--- src/verilog/smcg_pkg.sv ---
package smcg_pkg;
    // register map, on the plain register port
    localparam logic [3:0] CORE_CTRL_REG_ADDR        = 4'h0;
    localparam logic [3:0] PERIPH_CLOCK_STOP_REG_ADDR = 4'h1;
    localparam logic [3:0] STATUS_REG_ADDR           = 4'h2;
    localparam logic [3:0] ANALOG_CTRL_REG_ADDR      = 4'h3;
    // core_ctrl_reg fields
    localparam int         SLEEP_ALLOW_BIT   = 5;
    localparam int         SLEEP_KIND_HI     = 4;
    localparam int         SLEEP_KIND_LO     = 3;
    localparam logic [7:0] CORE_CTRL_WMASK   = 8'h7b;
    localparam logic [7:0] CORE_CTRL_RESET   = 8'h00;
    // periph_clock_stop_reg fields
    localparam int         STOP_TIMER_ONE    = 3;
    localparam int         STOP_TIMER_ZERO   = 2;
    localparam int         STOP_SERIAL_UNIT  = 1;
    localparam int         STOP_CONVERTER    = 0;
    localparam logic [7:0] CLOCK_STOP_WMASK  = 8'h0f;
    localparam logic [7:0] CLOCK_STOP_RESET  = 8'h00;
    // analog_ctrl fields
    localparam int         ADC_ENABLE_BIT    = 0;
    localparam int         COMPARATOR_OFF_BIT = 1;
    localparam int         COMP_USES_REF_BIT = 2;
    localparam logic [7:0] ANALOG_CTRL_WMASK = 8'h07;
    localparam logic [7:0] ANALOG_CTRL_RESET = 8'h00;
    // sleep kinds
    localparam logic [1:0] KIND_IDLE         = 2'h0;
    localparam logic [1:0] KIND_NOISE_RED    = 2'h1;
    localparam logic [1:0] KIND_POWER_DOWN   = 2'h2;
    localparam logic [1:0] KIND_STANDBY      = 2'h3;
    // wake source vector positions
    localparam int         WAKE_WIDTH        = 9;
    localparam int         WK_EXT0_LEVEL     = 0;
    localparam int         WK_EXT0_EDGE      = 1;
    localparam int         WK_EXT1_LEVEL     = 2;
    localparam int         WK_EXT1_EDGE      = 3;
    localparam int         WK_PIN_CHANGE     = 4;
    localparam int         WK_SELFWRITE_RDY  = 5;
    localparam int         WK_ADC_DONE       = 6;
    localparam int         WK_WATCHDOG       = 7;
    localparam int         WK_SERIAL_UNIT    = 8;
    // wake timing, in cycles of the 20 MHz clock
    localparam logic [3:0] WAKE_HALT_CYCLES  = 4'h4;
    localparam logic [3:0] STANDBY_CYCLES    = 4'h6;
    localparam logic [3:0] OSC_START_DEFAULT = 4'h8;
    localparam logic [7:0] REF_START_DEFAULT = 8'h14;
endpackage

--- src/verilog/smcg_sleep_ctrl.sv ---
// Decided for this implementation: the register offsets and the strobed register port.
`timescale 1ns/10ps
// Contract
// - sleep only when allowed and instruction executes
// - idle stops cpu and flash clocks
// - noise reduction keeps only adc clock, oscillator
// - power-down stops oscillator and all clocks
// - standby keeps oscillator running, crystal only
// - standby wake resumes after six cycles
// - interrupt wake halts four cycles plus startup
// - sleep never touches register file or sram
// - reset during sleep wakes, restarts at vector
// - idle honours every wake source
// - noise reduction honours a restricted wake set
// - deep sleep ignores edge external interrupts
// - idle or noise entry starts adc conversion
// - clock-stop bit freezes peripheral and registers
// - clearing clock-stop resumes exactly prior state
// - clock-stop matters only in active, idle; the adc bit 0 still gates the converter clock in noise reduction
// - adc stays on; re-enable gives extended conversion
// - deep sleep turns comparator off unless reference
// - input buffers off when io, adc clocks stop
// - reference powered only while a user needs it
// - watchdog and brown-out never gated by sleep
// - sleep-allow bit 5, mode bits 4..3
// - clock-stop bits timer1 3 .. adc 0
module smcg_sleep_ctrl (
    input  wire logic                            clock,
    input  wire logic                            resetn,
    input  wire logic [3:0]                      reg_addr,
    input  wire logic [7:0]                      reg_wdata,
    input  wire logic                            reg_write,
    input  wire logic                            reg_read,
    output logic      [7:0]                      reg_rdata,
    input  wire logic                            sleep_instr,
    input  wire logic                            crystal_clock_sel,
    input  wire logic                            wake_irq_enabled,
    input  wire logic                            wake_reset,
    input  wire logic [smcg_pkg::WAKE_WIDTH-1:0] wake_src,
    input  wire logic                            other_io_irq,
    input  wire logic                            watchdog_enabled,
    input  wire logic                            brownout_enabled,
    input  wire logic [3:0]                      osc_start_cycles,
    output logic                                 clk_cpu_en,
    output logic                                 clk_flash_en,
    output logic                                 clk_io_en,
    output logic                                 clk_adc_en,
    output logic                                 clk_fast_periph_en,
    output logic                                 main_osc_en,
    output logic                                 timer_one_clk_en,
    output logic                                 timer_zero_clk_en,
    output logic                                 serial_unit_clk_en,
    output logic                                 converter_clk_en,
    output logic                                 periph_access_block,
    output logic                                 adc_start_conv,
    output logic                                 adc_extended_next,
    output logic                                 comparator_power,
    output logic                                 vref_power,
    output logic                                 vref_ready,
    output logic                                 input_buffer_disable,
    output logic                                 watchdog_run,
    output logic                                 brownout_run,
    output logic                                 wake_to_vector,
    output logic                                 wake_irq_service
);
    import smcg_pkg::*;

    typedef enum logic [2:0] {SMCG_ACTIVE, SMCG_SLEEP, SMCG_START, SMCG_HALT} smcg_state_e;

    logic        rst_meta_r, rst_sync_r;
    logic        rstn;
    logic [7:0]  core_ctrl_r, clock_stop_r, analog_ctrl_r;
    logic [1:0]  kind_r;
    logic [3:0]  cnt_r;
    logic [7:0]  ref_cnt_r;
    logic        adc_was_on_r;
    logic        ref_was_needed_r;
    logic        sleep_req_q1_r, sleep_req_r;
    logic        rst_wake_q1_r, rst_wake_r;
    logic        irq_en_q1_r, irq_en_r;
    logic        other_q1_r, other_r;
    logic        xtal_q1_r, xtal_r;
    logic [WAKE_WIDTH-1:0] wake_q1_r, wake_r;
    smcg_state_e state_r;
    logic        wake_hit;
    logic        vref_need;
    logic        sleeping;

    // reset released through two flops
    always_ff @(posedge clock or negedge resetn) begin
        if (!resetn) begin
            rst_meta_r <= 1'b0;
            rst_sync_r <= 1'b0;
        end else begin
            rst_meta_r <= 1'b1;
            rst_sync_r <= rst_meta_r;
        end
    end
    assign rstn = rst_sync_r;

    // external inputs pass two flops
    always_ff @(posedge clock or negedge rstn) begin
        if (!rstn) begin
            sleep_req_q1_r <= 1'b0;
            sleep_req_r    <= 1'b0;
            rst_wake_q1_r  <= 1'b0;
            rst_wake_r     <= 1'b0;
            irq_en_q1_r    <= 1'b0;
            irq_en_r       <= 1'b0;
            other_q1_r     <= 1'b0;
            other_r        <= 1'b0;
            xtal_q1_r      <= 1'b0;
            xtal_r         <= 1'b0;
            wake_q1_r      <= '0;
            wake_r         <= '0;
        end else begin
            sleep_req_q1_r <= sleep_instr;
            sleep_req_r    <= sleep_req_q1_r;
            rst_wake_q1_r  <= wake_reset;
            rst_wake_r     <= rst_wake_q1_r;
            irq_en_q1_r    <= wake_irq_enabled;
            irq_en_r       <= irq_en_q1_r;
            other_q1_r     <= other_io_irq;
            other_r        <= other_q1_r;
            xtal_q1_r      <= crystal_clock_sel;
            xtal_r         <= xtal_q1_r;
            wake_q1_r      <= wake_src;
            wake_r         <= wake_q1_r;
        end
    end

    // which sources may wake the core in a given sleep kind
    function automatic logic [WAKE_WIDTH:0] smcg_wake_mask(input logic [1:0] kind);
        logic [WAKE_WIDTH:0] m;
        m = '0;
        case (kind)
            KIND_IDLE: begin
                m = '1;
            end
            KIND_NOISE_RED: begin
                m[WK_ADC_DONE]      = 1'b1;
                m[WK_SELFWRITE_RDY] = 1'b1;
                m[WK_EXT0_LEVEL]    = 1'b1;
                m[WK_PIN_CHANGE]    = 1'b1;
                m[WK_WATCHDOG]      = 1'b1;
                m[WK_SERIAL_UNIT]   = 1'b1;
            end
            default: begin
                m[WK_EXT0_LEVEL]    = 1'b1;
                m[WK_EXT1_LEVEL]    = 1'b1;
                m[WK_PIN_CHANGE]    = 1'b1;
                m[WK_WATCHDOG]      = 1'b1;
                m[WK_SERIAL_UNIT]   = 1'b1;
            end
        endcase
        return m;
    endfunction

    assign wake_hit = irq_en_r && (|({other_r, wake_r} & smcg_wake_mask(kind_r)));
    assign sleeping = (state_r != SMCG_ACTIVE);

    // software registers
    always_ff @(posedge clock or negedge rstn) begin
        if (!rstn) begin
            core_ctrl_r   <= CORE_CTRL_RESET;
            clock_stop_r  <= CLOCK_STOP_RESET;
            analog_ctrl_r <= ANALOG_CTRL_RESET;
        end else if (reg_write) begin
            case (reg_addr)
                CORE_CTRL_REG_ADDR:         core_ctrl_r   <= reg_wdata & CORE_CTRL_WMASK;
                PERIPH_CLOCK_STOP_REG_ADDR: clock_stop_r  <= reg_wdata & CLOCK_STOP_WMASK;
                ANALOG_CTRL_REG_ADDR:       analog_ctrl_r <= reg_wdata & ANALOG_CTRL_WMASK;
                default: ;
            endcase
        end
    end

    always_ff @(posedge clock or negedge rstn) begin
        if (!rstn) begin
            reg_rdata <= 8'h00;
        end else if (reg_read) begin
            case (reg_addr)
                CORE_CTRL_REG_ADDR:         reg_rdata <= core_ctrl_r;
                PERIPH_CLOCK_STOP_REG_ADDR: reg_rdata <= clock_stop_r;
                ANALOG_CTRL_REG_ADDR:       reg_rdata <= analog_ctrl_r;
                STATUS_REG_ADDR:            reg_rdata <= {3'h0, vref_ready, adc_extended_next, kind_r, sleeping};
                default:                    reg_rdata <= 8'h00;
            endcase
        end else begin
            reg_rdata <= 8'h00;
        end
    end

    // sleep sequencer; only clock gates change, so register file and sram keep contents
    always_ff @(posedge clock or negedge rstn) begin
        if (!rstn) begin
            state_r          <= SMCG_ACTIVE;
            kind_r           <= KIND_IDLE;
            cnt_r            <= 4'h0;
            wake_to_vector   <= 1'b0;
            wake_irq_service <= 1'b0;
            adc_start_conv   <= 1'b0;
        end else begin
            wake_to_vector   <= 1'b0;
            wake_irq_service <= 1'b0;
            adc_start_conv   <= 1'b0;
            case (state_r)
                SMCG_ACTIVE: begin
                    if (sleep_req_r && core_ctrl_r[SLEEP_ALLOW_BIT]) begin
                        state_r <= SMCG_SLEEP;
                        kind_r  <= core_ctrl_r[SLEEP_KIND_HI:SLEEP_KIND_LO];
                        if (core_ctrl_r[SLEEP_KIND_HI:SLEEP_KIND_LO] == KIND_STANDBY && !xtal_r) begin
                            kind_r <= KIND_POWER_DOWN;
                        end
                        if (!core_ctrl_r[SLEEP_KIND_HI] && analog_ctrl_r[ADC_ENABLE_BIT]) begin
                            adc_start_conv <= 1'b1;
                        end
                    end
                end
                SMCG_SLEEP: begin
                    if (rst_wake_r) begin
                        state_r        <= SMCG_ACTIVE;
                        wake_to_vector <= 1'b1;
                    end else if (wake_hit) begin
                        state_r <= SMCG_START;
                        if (kind_r == KIND_STANDBY) begin
                            cnt_r <= STANDBY_CYCLES;
                        end else if (kind_r == KIND_POWER_DOWN) begin
                            cnt_r <= osc_start_cycles;
                        end else begin
                            cnt_r <= 4'h0;
                        end
                    end
                end
                SMCG_START: begin
                    if (cnt_r <= 4'h1) begin
                        state_r <= SMCG_HALT;
                        cnt_r   <= WAKE_HALT_CYCLES;
                    end else begin
                        cnt_r <= cnt_r - 4'h1;
                    end
                end
                SMCG_HALT: begin
                    if (cnt_r == 4'h1) begin
                        state_r          <= SMCG_ACTIVE;
                        wake_irq_service <= 1'b1;
                    end
                    cnt_r <= cnt_r - 4'h1;
                end
                default: state_r <= SMCG_ACTIVE;
            endcase
        end
    end

    // domain gating per kind
    always_comb begin
        clk_cpu_en         = 1'b1;
        clk_flash_en       = 1'b1;
        clk_io_en          = 1'b1;
        clk_adc_en         = 1'b1;
        clk_fast_periph_en = 1'b1;
        main_osc_en        = 1'b1;
        if (state_r == SMCG_SLEEP || state_r == SMCG_START) begin
            clk_cpu_en   = 1'b0;
            clk_flash_en = 1'b0;
            case (kind_r)
                KIND_IDLE: ;
                KIND_NOISE_RED: begin
                    clk_io_en          = 1'b0;
                    clk_fast_periph_en = 1'b0;
                end
                KIND_STANDBY: begin
                    clk_io_en          = 1'b0;
                    clk_adc_en         = 1'b0;
                    clk_fast_periph_en = 1'b0;
                end
                default: begin
                    clk_io_en          = 1'b0;
                    clk_adc_en         = 1'b0;
                    clk_fast_periph_en = 1'b0;
                    main_osc_en        = (state_r == SMCG_START);
                end
            endcase
        end else if (state_r == SMCG_HALT) begin
            clk_cpu_en   = 1'b0;
            clk_flash_en = 1'b0;
        end
    end

    // per-peripheral gates ride on the io/adc domain gates
    assign timer_one_clk_en    = clk_io_en && !clock_stop_r[STOP_TIMER_ONE];
    assign timer_zero_clk_en   = clk_io_en && !clock_stop_r[STOP_TIMER_ZERO];
    assign serial_unit_clk_en  = clk_io_en && !clock_stop_r[STOP_SERIAL_UNIT];
    assign converter_clk_en    = clk_adc_en && !clock_stop_r[STOP_CONVERTER];
    assign periph_access_block = |clock_stop_r[3:0];

    assign input_buffer_disable = !clk_io_en && !clk_adc_en;
    assign watchdog_run         = watchdog_enabled;
    assign brownout_run         = brownout_enabled;

    assign comparator_power = !analog_ctrl_r[COMPARATOR_OFF_BIT] &&
        (analog_ctrl_r[COMP_USES_REF_BIT] || !(sleeping && kind_r[1]));
    assign vref_need  = brownout_enabled || analog_ctrl_r[ADC_ENABLE_BIT] ||
        (comparator_power && analog_ctrl_r[COMP_USES_REF_BIT]);
    assign vref_power = vref_need;

    // reference start-up count and adc power history
    always_ff @(posedge clock or negedge rstn) begin
        if (!rstn) begin
            ref_cnt_r         <= 8'h00;
            ref_was_needed_r  <= 1'b0;
            vref_ready        <= 1'b0;
            adc_was_on_r      <= 1'b0;
            adc_extended_next <= 1'b1;
        end else begin
            ref_was_needed_r <= vref_need;
            if (!vref_need) begin
                ref_cnt_r  <= 8'h00;
                vref_ready <= 1'b0;
            end else if (!ref_was_needed_r) begin
                ref_cnt_r <= REF_START_DEFAULT;
            end else if (ref_cnt_r > 8'h01) begin
                ref_cnt_r <= ref_cnt_r - 8'h01;
            end else begin
                vref_ready <= 1'b1;
            end
            adc_was_on_r <= analog_ctrl_r[ADC_ENABLE_BIT];
            if (analog_ctrl_r[ADC_ENABLE_BIT] && !adc_was_on_r) begin
                adc_extended_next <= 1'b1;
            end else if (adc_start_conv) begin
                adc_extended_next <= 1'b0;
            end
        end
    end
endmodule

--- config.mk ---
export PLATFORM = sky130hd
export DESIGN_NAME = smcg_sleep_ctrl
export DESIGN_NICKNAME = d
export VERILOG_FILES = /design/src/verilog/smcg_pkg.sv /design/src/verilog/smcg_sleep_ctrl.sv
export SDC_FILE = /design/constraint.sdc
export NUM_CORES = 1
export LEC_CHECK = 0
export BUFFER_PORTS_ARGS = -buffer_cell sky130_fd_sc_hd__buf_2
export CAP_MARGIN = 10
export CORE_MARGIN = 1.5
export CORE_UTILIZATION = 40
export CTS_BUF_LIST = sky130_fd_sc_hd__clkbuf_4
export CTS_CLUSTER_DIAMETER = 50
export DETAILED_ROUTE_END_ITERATION = 8
export PLACE_DENSITY_LB_ADDON = 0.2
export SYNTH_ARGS = -nofsm -noshare
export SYNTH_HDL_FRONTEND = slang
export SYNTH_SLANG_ARGS = --single-unit
--- constraint.sdc ---
create_clock -name clock -period 3.1 [get_ports clock]
set_input_delay 0.465 -clock clock [delete_from_list [all_inputs] [get_ports clock]]
set_output_delay 0.465 -clock clock [all_outputs]
set_load 0.03 [all_outputs]
==> summary by stage, run 1 <==
Outcome
The flow ran to the end, and the final reports show no timing, DRC or antenna violations.

Power
For this design the total switching power over the nets is 1.18 mW. The leakage power summed over all cells is 1.71 nW. Cell internal power was estimated by the tool at 1.84 mW.

The relative contribution of sequential cells to total power is 42.4%. The proportion of power drawn by combinational gates is 36.9%. The switching share of power is 39.1%. VDD sags by at most 378 uV.

The power density normalized to cell area is 857 nW/um^2. The clock network is responsible for 20.7% of the overall power.

Cells and area
The final design instance area without fill is 3530 sq um. The final net count is 355. The flip-flop and latch area is 1830 sq um. The repair_antennas step left the layout with diodes totalling 0.

Once layout is complete, the utilization of the core stands at 48.6%. The area growth from synthesis to layout is 18.0%. The number of inserted filler cells in the final layout is 682.

The multi-input combinational cells in the finished layout cover a total of 1040 sq um. Leaving out fill and tap cells, the most frequent cell in the layout is sky130_fd_sc_hd__dfrtp_1. Cells with a size suffix above 1 make up 32.9% of the layout. The library cells used most frequently in the layout, excluding fill and tap cells, are sky130_fd_sc_hd__dfrtp_1, sky130_fd_sc_hd__buf_2, sky130_fd_sc_hd__nor2_1, sky130_fd_sc_hd__inv_1, sky130_fd_sc_hd__mux2_2.

Timing
Across the routed clock network, the largest skew measured is 0.0194 ns. The aggregate negative setup slack is 0 ns. The final-report max-slew violation count is 0. The highest clock frequency the design can meet is 429 MHz.

The clock period minus worst slack is 2.33 ns. The final hold violation count was 0. Once routing completed, OpenROAD measured the worst setup slack at 0.769 ns. The worst hold slack after final layout is 0.119 ns. The setup-violating endpoint count in the final report is 0. The part of the cycle the worst path needs is 75.2%. Setup repair after global routing left no endpoint under its margin.

Clock network
The later pin in the worst-skew pair is clocked with a latency of 0.42 ns. The deepest level of the CTS H-tree is 3. The buffer count from post-CTS setup fixing is 0. After clock tree synthesis, the clock-pin slew on the worst setup and hold paths is 0.13 ns. The number of sinks on the clock net is 73.

The TritonCTS clock tree is yes. The buffer depth of the longest clock path is 2. The clock root buffer is sky130_fd_sc_hd__clkbuf_4.

The total clock buffers created by CTS is 9.

Worst setup path
Of all nets on the critical path, the largest fanout is 8. The critical path ends at comparator_power. The reg-to-reg critical path endpoint is cnt_r[1].

The kind of end point of the critical path is a primary output. Data on the critical path arrives at its endpoint at 1.87 ns. At the worst endpoint, the required time is 2.63 ns. In this run the critical register-to-register path is launched from kind_r[1]. The number of cells on the worst reg-to-reg path is 4.

The worst setup path is launched from a flop. The setup check on the worst reg-to-reg path leaves a slack of 1.10 ns. In this run the worst setup path begins at state_r[0]. The critical path is of the reg2out type.

Global route
The number of global-route vias before repair is 1,868. Global routing finished with a remaining overflow of 0. The initial antenna violation count is 0.

Entering global routing, the biggest net connects 39 pins. In the global route stage, overall resource usage came out at 15.3%. The first-pass GRT wire length is 9000 um.

Floorplanning
The site row count is 31. 65 I/O pins were placed. From left edge to right edge, the die measures 89.5 um. Once the floorplan was initialized, standard cells occupied 41.2% of the core. The core region area is 7250 sq um. The die boundary height is 89.5 um. The full die area is 8000 sq um.

Synth
The post-synthesis async set-or-reset flop share is 100%. The count of flip-flops with a built-in enable after synthesis is 0. By area the synthesized netlist is led by sky130_fd_sc_hd__dfrtp_1, sky130_fd_sc_hd__mux2_2, sky130_fd_sc_hd__nor2_1, sky130_fd_sc_hd__ha_1, sky130_fd_sc_hd__inv_1. The synthesized netlist cell count is 246. Yosys printed 0 warnings. The net count after synthesis is 290. The proportion of netlist area held by the largest area contributor is 60.3%.

The mapped netlist covers 2990 sq um. In the synthesized netlist the dominant register cell turns out to be sky130_fd_sc_hd__dfrtp_1. The number of distinct standard cells referenced by the synthesized netlist is 44. A synthesized cell averages 12.2 sq um. The flop and latch count out of synthesis is 73. The cell type with the highest aggregate area in the netlist is sky130_fd_sc_hd__dfrtp_1. Summing the sequential cell areas from Yosys gives 61.1% of the chip area.

Detailed routing
The number of nets with antenna violations after detailed routing is 0. After detailed routing, the average wire length per cell comes to 13.1 um. Using the TritonRoute via totals, the vias-per-cell ratio works out to 4.68.

In this run, the number of DRC markers left after iteration 0 of detailed routing was 48. The detailed-route DRC error count is 0. The total iterations of the first detailed-routing run is 4. The routed layout has 1,941 vias. For this block, the routed nets add up to 5430 um of wire.

Run
The count of max-cap constraint violations is 0.

Place
Routability-driven placement finished with a final weighted congestion of 0.745. The placed instances occupy a cell area of 3370 sq um. The worst-case setup slack after placement is 1.12 ns. During placement, the flow inserted port buffers numbering 60.

The half-perimeter wire length after detailed placement is 3940 um.

Worst hold path
The worst hold path class is reg2async.
## registers in the layout (all words and copies together), names as in the netlist, 2 cells and up
name           flops
state_r            2
core_ctrl_r        6
kind_r             2
reg_rdata          7
analog_ctrl_r      3
wake_r             9
ref_cnt_r          8
cnt_r              4
wake_q1_r          9
clock_stop_r       4
## cell type report
cell class	count	share of cell area (%)
Clock buffer	9	1.91
Clock inverter	7	2.38
Inverter	16	1.70
Multi-Input combinational cell	148	29.4
Sequential cell	73	51.8
Tap cell	99	3.51
Timing Repair Buffer	63	9.22
## layer usage
layer	part of all wire (%)	up-vias	wire, um	track usage (%)
met5	0	-	0	0
met4	1.7	0	94	6.29
met3	4.8	8	263	4.43
met2	47	47	2530	24.3
met1	47	918	2540	19.8
li1	-	968	-	-
## critical path, stage by stage, from the launching register on
cell	delay (ns)
sky130_fd_sc_hd__dfrtp_1	0.42
sky130_fd_sc_hd__inv_1	0.12
sky130_fd_sc_hd__ha_1	0.40
sky130_fd_sc_hd__nor2_1	0.10
sky130_fd_sc_hd__a21oi_1	0.19
sky130_fd_sc_hd__buf_2	0.22
## synth_stat cells, types with 2 or more instances
| cell | instances |
|---|---|
| sky130_fd_sc_hd__a211oi_1 | 2 |
| sky130_fd_sc_hd__a31oi_1 | 2 |
| sky130_fd_sc_hd__nand3_1 | 5 |
| sky130_fd_sc_hd__xor2_1 | 2 |
| sky130_fd_sc_hd__nor2b_1 | 4 |
| sky130_fd_sc_hd__a21oi_1 | 8 |
| sky130_fd_sc_hd__nand2b_1 | 3 |
| sky130_fd_sc_hd__buf_4 | 6 |
| sky130_fd_sc_hd__nor2_1 | 32 |
| sky130_fd_sc_hd__ha_1 | 8 |
| sky130_fd_sc_hd__mux2i_1 | 3 |
| sky130_fd_sc_hd__or4_1 | 4 |
| sky130_fd_sc_hd__clkbuf_1 | 2 |
| sky130_fd_sc_hd__mux2_2 | 14 |
| sky130_fd_sc_hd__nor3_1 | 6 |
| sky130_fd_sc_hd__nand2_1 | 10 |
| sky130_fd_sc_hd__mux2_4 | 4 |
| sky130_fd_sc_hd__conb_1 | 2 |
| sky130_fd_sc_hd__o21a_1 | 3 |
| sky130_fd_sc_hd__inv_1 | 16 |
| sky130_fd_sc_hd__o22ai_1 | 2 |
| sky130_fd_sc_hd__xnor2_1 | 5 |
| sky130_fd_sc_hd__dfrtp_1 | 72 |
| sky130_fd_sc_hd__and4_1 | 2 |
| sky130_fd_sc_hd__o21ai_0 | 10 |
## cell families (layout without fill, tap and decap cells)
logic type,Yosys count,count (layout),share of synthesized area (%)
AOI/OAI and AO/OA,34,34,7.41
xor gates and xnor gates,7,7,2.05
adders and majority gates,8,8,3.35
buffers and inverters,25,95,4.14
DFF,73,73,61.1
muxes,22,22,9.04
other,2,2,0.251
and+or+nand+nor,75,75,12.6
## power by group through the flow
| stage | Combinational [mW] | Clock [mW] | Sequential [mW] |
|---|---|---|---|
| after floorplan | 0.897 | 0 | 1.28 |
| after global placement | 1.11 | 0 | 1.30 |
| after detailed placement | 1.13 | 0 | 1.30 |
| after CTS | 1.13 | 0.656 | 1.28 |
| after global routing | 1.25 | 0.697 | 1.31 |
| final | 1.12 | 0.626 | 1.28 |
## worst min path at each step
| stage | from | end | slack [ns] |
|---|---|---|---|
| final | rst_sync_r | ref_cnt_r[0] | 0.12 |
| after global routing | wake_src[0] | wake_q1_r[0] | 0.09 |
| after CTS | wake_reset | rst_wake_q1_r | 0.10 |
| after detailed placement | rst_sync_r | ref_was_needed_r | 0.12 |
| after global placement | rst_sync_r | ref_cnt_r[7] | 0.12 |
| after floorplan | resetn | rst_meta_r | 0.17 |
## metrics by stage
stage | instances | total power, mW
after CTS | 415 | 3.07
after global routing | 415 | 3.26
after floorplan | 246 | 2.17
after detailed placement | 398 | 2.43
after global placement | 398 | 2.40
final | 415 | 3.02
## repair_timing
action | CTS | global route
endpoints found under the hold margin | 2 | 0
hold buffers | 1 | 0
gates resized for setup | 0 | 0
No activity file was read; power rests on OpenSTA's default activity.
==> run 2: changes to the inputs <==
Clock period 3.1 ns to 2.2 ns, I/O delays scaled along.
==> run 2 against run 1 <==
  * Hold slack worse by 0.080 ns
  * Clock skew is 0.0093 ns lower
  * Via count is 2.1% higher
  * Clock power increased by 71%
  * Power rose by 50%
  * Wire length increased by 2.4%
  * Sequential cell count unchanged
  * Core utilization grew 2.7 points
  * Setup slack worse by 0.67 ns
  * Final area grew 5.5%
  * Largest power group unchanged
  * Highest routed layer unchanged
==> summary by stage, run 2 (synthesis gave the netlist of run 1 again) <==
Outcome
Outcome: complete, no violations (unchanged).

Global route
The first-pass GRT wire length came to 9080 um (was 9000 um). The largest net degree at the start of global routing came to 26 (was 39). The number of global-route vias before repair is 1,946 (was 1,868). The busiest layer in global routing is met2 (unchanged). The met3 routing resource usage after global routing came to 4.62% (was 4.43%). The initial antenna violation count is 0 (unchanged). The overall track demand over capacity in global routing is 15.1% (was 15.3%). The met1 usage in global routing is 20.4% (was 19.8%). The global routing usage on met2 was 23.7% (was 24.3%). The remaining global-route overflow came to 0 (unchanged).

Detailed routing
The number of nets with antenna violations after detailed routing is 0 (unchanged). The total via count in the routed design is 1,981 (was 1,941). The detail-routed net length per standard cell is 13.0 um (was 13.1 um). The routed wire length is 5560 um (was 5430 um).

The number of DRC markers in iteration 0 came to 49 (was 48). The via-per-instance ratio was 4.63 (was 4.68). The total iterations of the first detailed-routing run came to 4 (unchanged).

The detailed-route DRC error count is 0 (unchanged).

Worst setup path
The startpoint kind of the worst setup timing path is a flop (unchanged). The largest incremental delay on the critical path was 0.45 ns (was 0.42 ns). The register-to-register path setup slack was 0.31 ns (was 1.10 ns). The kind of end point of the critical path is a primary output (unchanged). The library cell contributing the largest single delay on the critical path is sky130_fd_sc_hd__dfrtp_1 (unchanged). The critical path data arrival time came to 1.77 ns (was 1.87 ns). The kind of cell adding the most delay to the critical path is flip-flops (unchanged).

The largest driver fanout on the critical path was 6 (was 8). Series of cell instances along the critical path: inv_1, ha_4, nand2_1, or3_1, buf_2 (was inv_1, ha_1, nor2_1, a21oi_1, buf_2). The required time of the critical path is 1.87 ns (was 2.63 ns). The startpoint-to-endpoint class of the critical path is reg2out (unchanged).

The number of buffer and inverter instances along the worst setup path was 2 (unchanged).

Cells and area
The number of inserted filler cells in the final layout is 682 (unchanged). Top flop regs: wake_q1_r x9, wake_r x9, ref_cnt_r x8 (unchanged). The final net count is 368 (was 355). The area growth from synthesis to final layout came to 24.5% (was 18.0%). Most frequent cells in the layout: sky130_fd_sc_hd__dfrtp_1, sky130_fd_sc_hd__buf_2, sky130_fd_sc_hd__nor2_1, sky130_fd_sc_hd__inv_1, sky130_fd_sc_hd__mux2_2 (unchanged). The number of non-filler instances in the completed layout is 428 (was 415).

The antenna diode count is 0 (unchanged). The commonest non-fill, non-tap cell in the layout is sky130_fd_sc_hd__dfrtp_1 (unchanged). The fraction of layout instances using a drive strength above 1 is 32.8% (was 32.9%).

Place
The number of I/O port buffers is 60 (unchanged). The cell total after placement is 400 (was 398). The half-perimeter wire length after detailed placement is 4030 um (was 3940 um). The placer's final routability congestion estimate was 0.751 (was 0.745).

Clock network
The total clock buffers created by CTS is 9 (unchanged). The deepest level of the CTS H-tree was 3 (unchanged). The clock input transition at the sequential cells of the worst setup and hold paths is 0.12 ns (was 0.13 ns).

The number of sinks on the clock net is 73 (unchanged). The TritonCTS clock tree is yes (unchanged). The clock root buffer is sky130_fd_sc_hd__clkbuf_4 (unchanged). The buffer depth of the longest clock path is 2 (unchanged).

The worst-skew pair later-pin latency is 0.39 ns (was 0.42 ns).

Power
The peak ir drop on the vdd network is 524 uV (was 378 uV). The leakage power summed over all cells came to 1.79 nW (was 1.71 nW). The power density normalized to cell area came to 1220 nW/um^2 (was 857 nW/um^2).

Floorplanning
The initial standard-cell utilization of the core is 41.2% (unchanged). The die boundary height came to 89.5 um (unchanged). The x dimension of the die was 89.5 um (unchanged).

The full die area is 8000 sq um (unchanged). The core region area is 7250 sq um (unchanged). The number of top-level design ports was 65 (unchanged). The site row count is 31 (unchanged).

Timing
The setup clock skew after layout is 0.0100 ns (was 0.0194 ns). At the pin with the least slew margin, the transition time is 0.531 ns. The highest clock frequency the design can meet is 476 MHz. The setup-violating endpoint count in the final report is 0 (unchanged). Setup repair after global routing missed its margin: no (unchanged). The part of the cycle the worst path needs is 95.5%.

The final hold violation count is 0 (unchanged). The clock period minus worst slack is 2.10 ns. The aggregate negative setup slack came to 0 ns (unchanged). Measured against its own limit, the worst slew margin works out to 64.6%. The final-report max-slew violation count was 0 (unchanged).

Run
The count of max-cap constraint violations is 0 (unchanged).

Worst hold path
The worst hold path class was in2reg (was reg2async).
[run 2: cell count changes in the layout (fill, tap and decap cells not counted)]
| cell | change |
|---|---|
| sky130_fd_sc_hd__buf_12 | +1 |
| sky130_fd_sc_hd__buf_4 | +1 |
| sky130_fd_sc_hd__bufinv_16 | +2 |
| sky130_fd_sc_hd__clkinv_4 | +1 |
| sky130_fd_sc_hd__clkinvlp_4 | -1 |
| sky130_fd_sc_hd__dlygate4sd3_1 | +11 |
| sky130_fd_sc_hd__ha_1 | -2 |
| sky130_fd_sc_hd__ha_2 | +1 |
| sky130_fd_sc_hd__ha_4 | +1 |
| sky130_fd_sc_hd__inv_6 | -1 |
| sky130_fd_sc_hd__inv_8 | -1 |
[run 2: path summary, 6_finish.rpt]
| path | startpoint | endpoint | cells past startpoint |
|---|---|---|---|
| worst max-delay path | state_r[1] | main_osc_en | 5 |
| worst min register to register | rst_sync_r | xtal_q1_r | 0 |
| worst max register to register | ref_cnt_r[5] | ref_cnt_r[5] | 5 |
| max in group asynchronous | rst_sync_r | clock_stop_r[2] | 1 |
| min in group asynchronous | resetn | rst_sync_r | 2 |
| worst min-delay path | crystal_clock_sel | xtal_q1_r | 1 |
[run 2: metrics by stage]
step / cell area [sq um] / setup slack (ns) / hold slack [ns] / power [mW] / util (%)
CTS: 3610 / 0.0489 / 0.00248 / 4.55 / 49.8
finish: 3720 / 0.0981 / 0.0392 / 4.53 / 51.3
detailed placement: 3390 / 0.335 / 0.119 / 3.45 / 46.8
floorplan: 2990 / 0.0183 / 0.0344 / 3.06 / -
global route: 3720 / 0.0167 / 0.00249 / 4.84 / 51.3
global placement: 3390 / 0.321 / 0.117 / 3.42 / 46.8
[run 2: layer usage]
layer  part of all wire, %  wire (um)
met1                    48       2660
met2                    47       2600
met3                   4.7        259
met4                  0.65         36
met5                     0          0
[run 2: cell type report]
class                           instances  area, sq um  area share [%]
Sequential cell                        73         1830            49.1
Multi-Input combinational cell        148         1050            28.3
Timing Repair Buffer                   76          463            12.4
Clock inverter                          7          125            3.36
Tap cell                               99          124            3.33
Clock buffer                            9         67.6            1.82
Inverter                               16         60.1            1.61
[run 2: power breakdown]
| group | switching [mW] | internal [mW] | leakage [nW] |
|---|---|---|---|
| Sequential | 0.207 | 1.57 | 0.899 |
| Combinational | 0.971 | 0.714 | 0.787 |
| Clock | 0.480 | 0.587 | 0.101 |
[run 2: what timing repair did]
action,4_1_cts,5_1_grt
gates resized for setup,1,2
setup endpoints to repair,1,2
endpoints found under the hold margin,3,10
buffers inserted,0,0
hold buffers,2,10
[run 2: worst reg2reg max path: stages (launching register included)]
cell,delay (ns)
sky130_fd_sc_hd__dfrtp_1,0.42
sky130_fd_sc_hd__or4_1,0.60
sky130_fd_sc_hd__o31ai_1,0.46
sky130_fd_sc_hd__nor3_1,0.11
sky130_fd_sc_hd__xnor2_1,0.15
sky130_fd_sc_hd__nor2_1,0.05
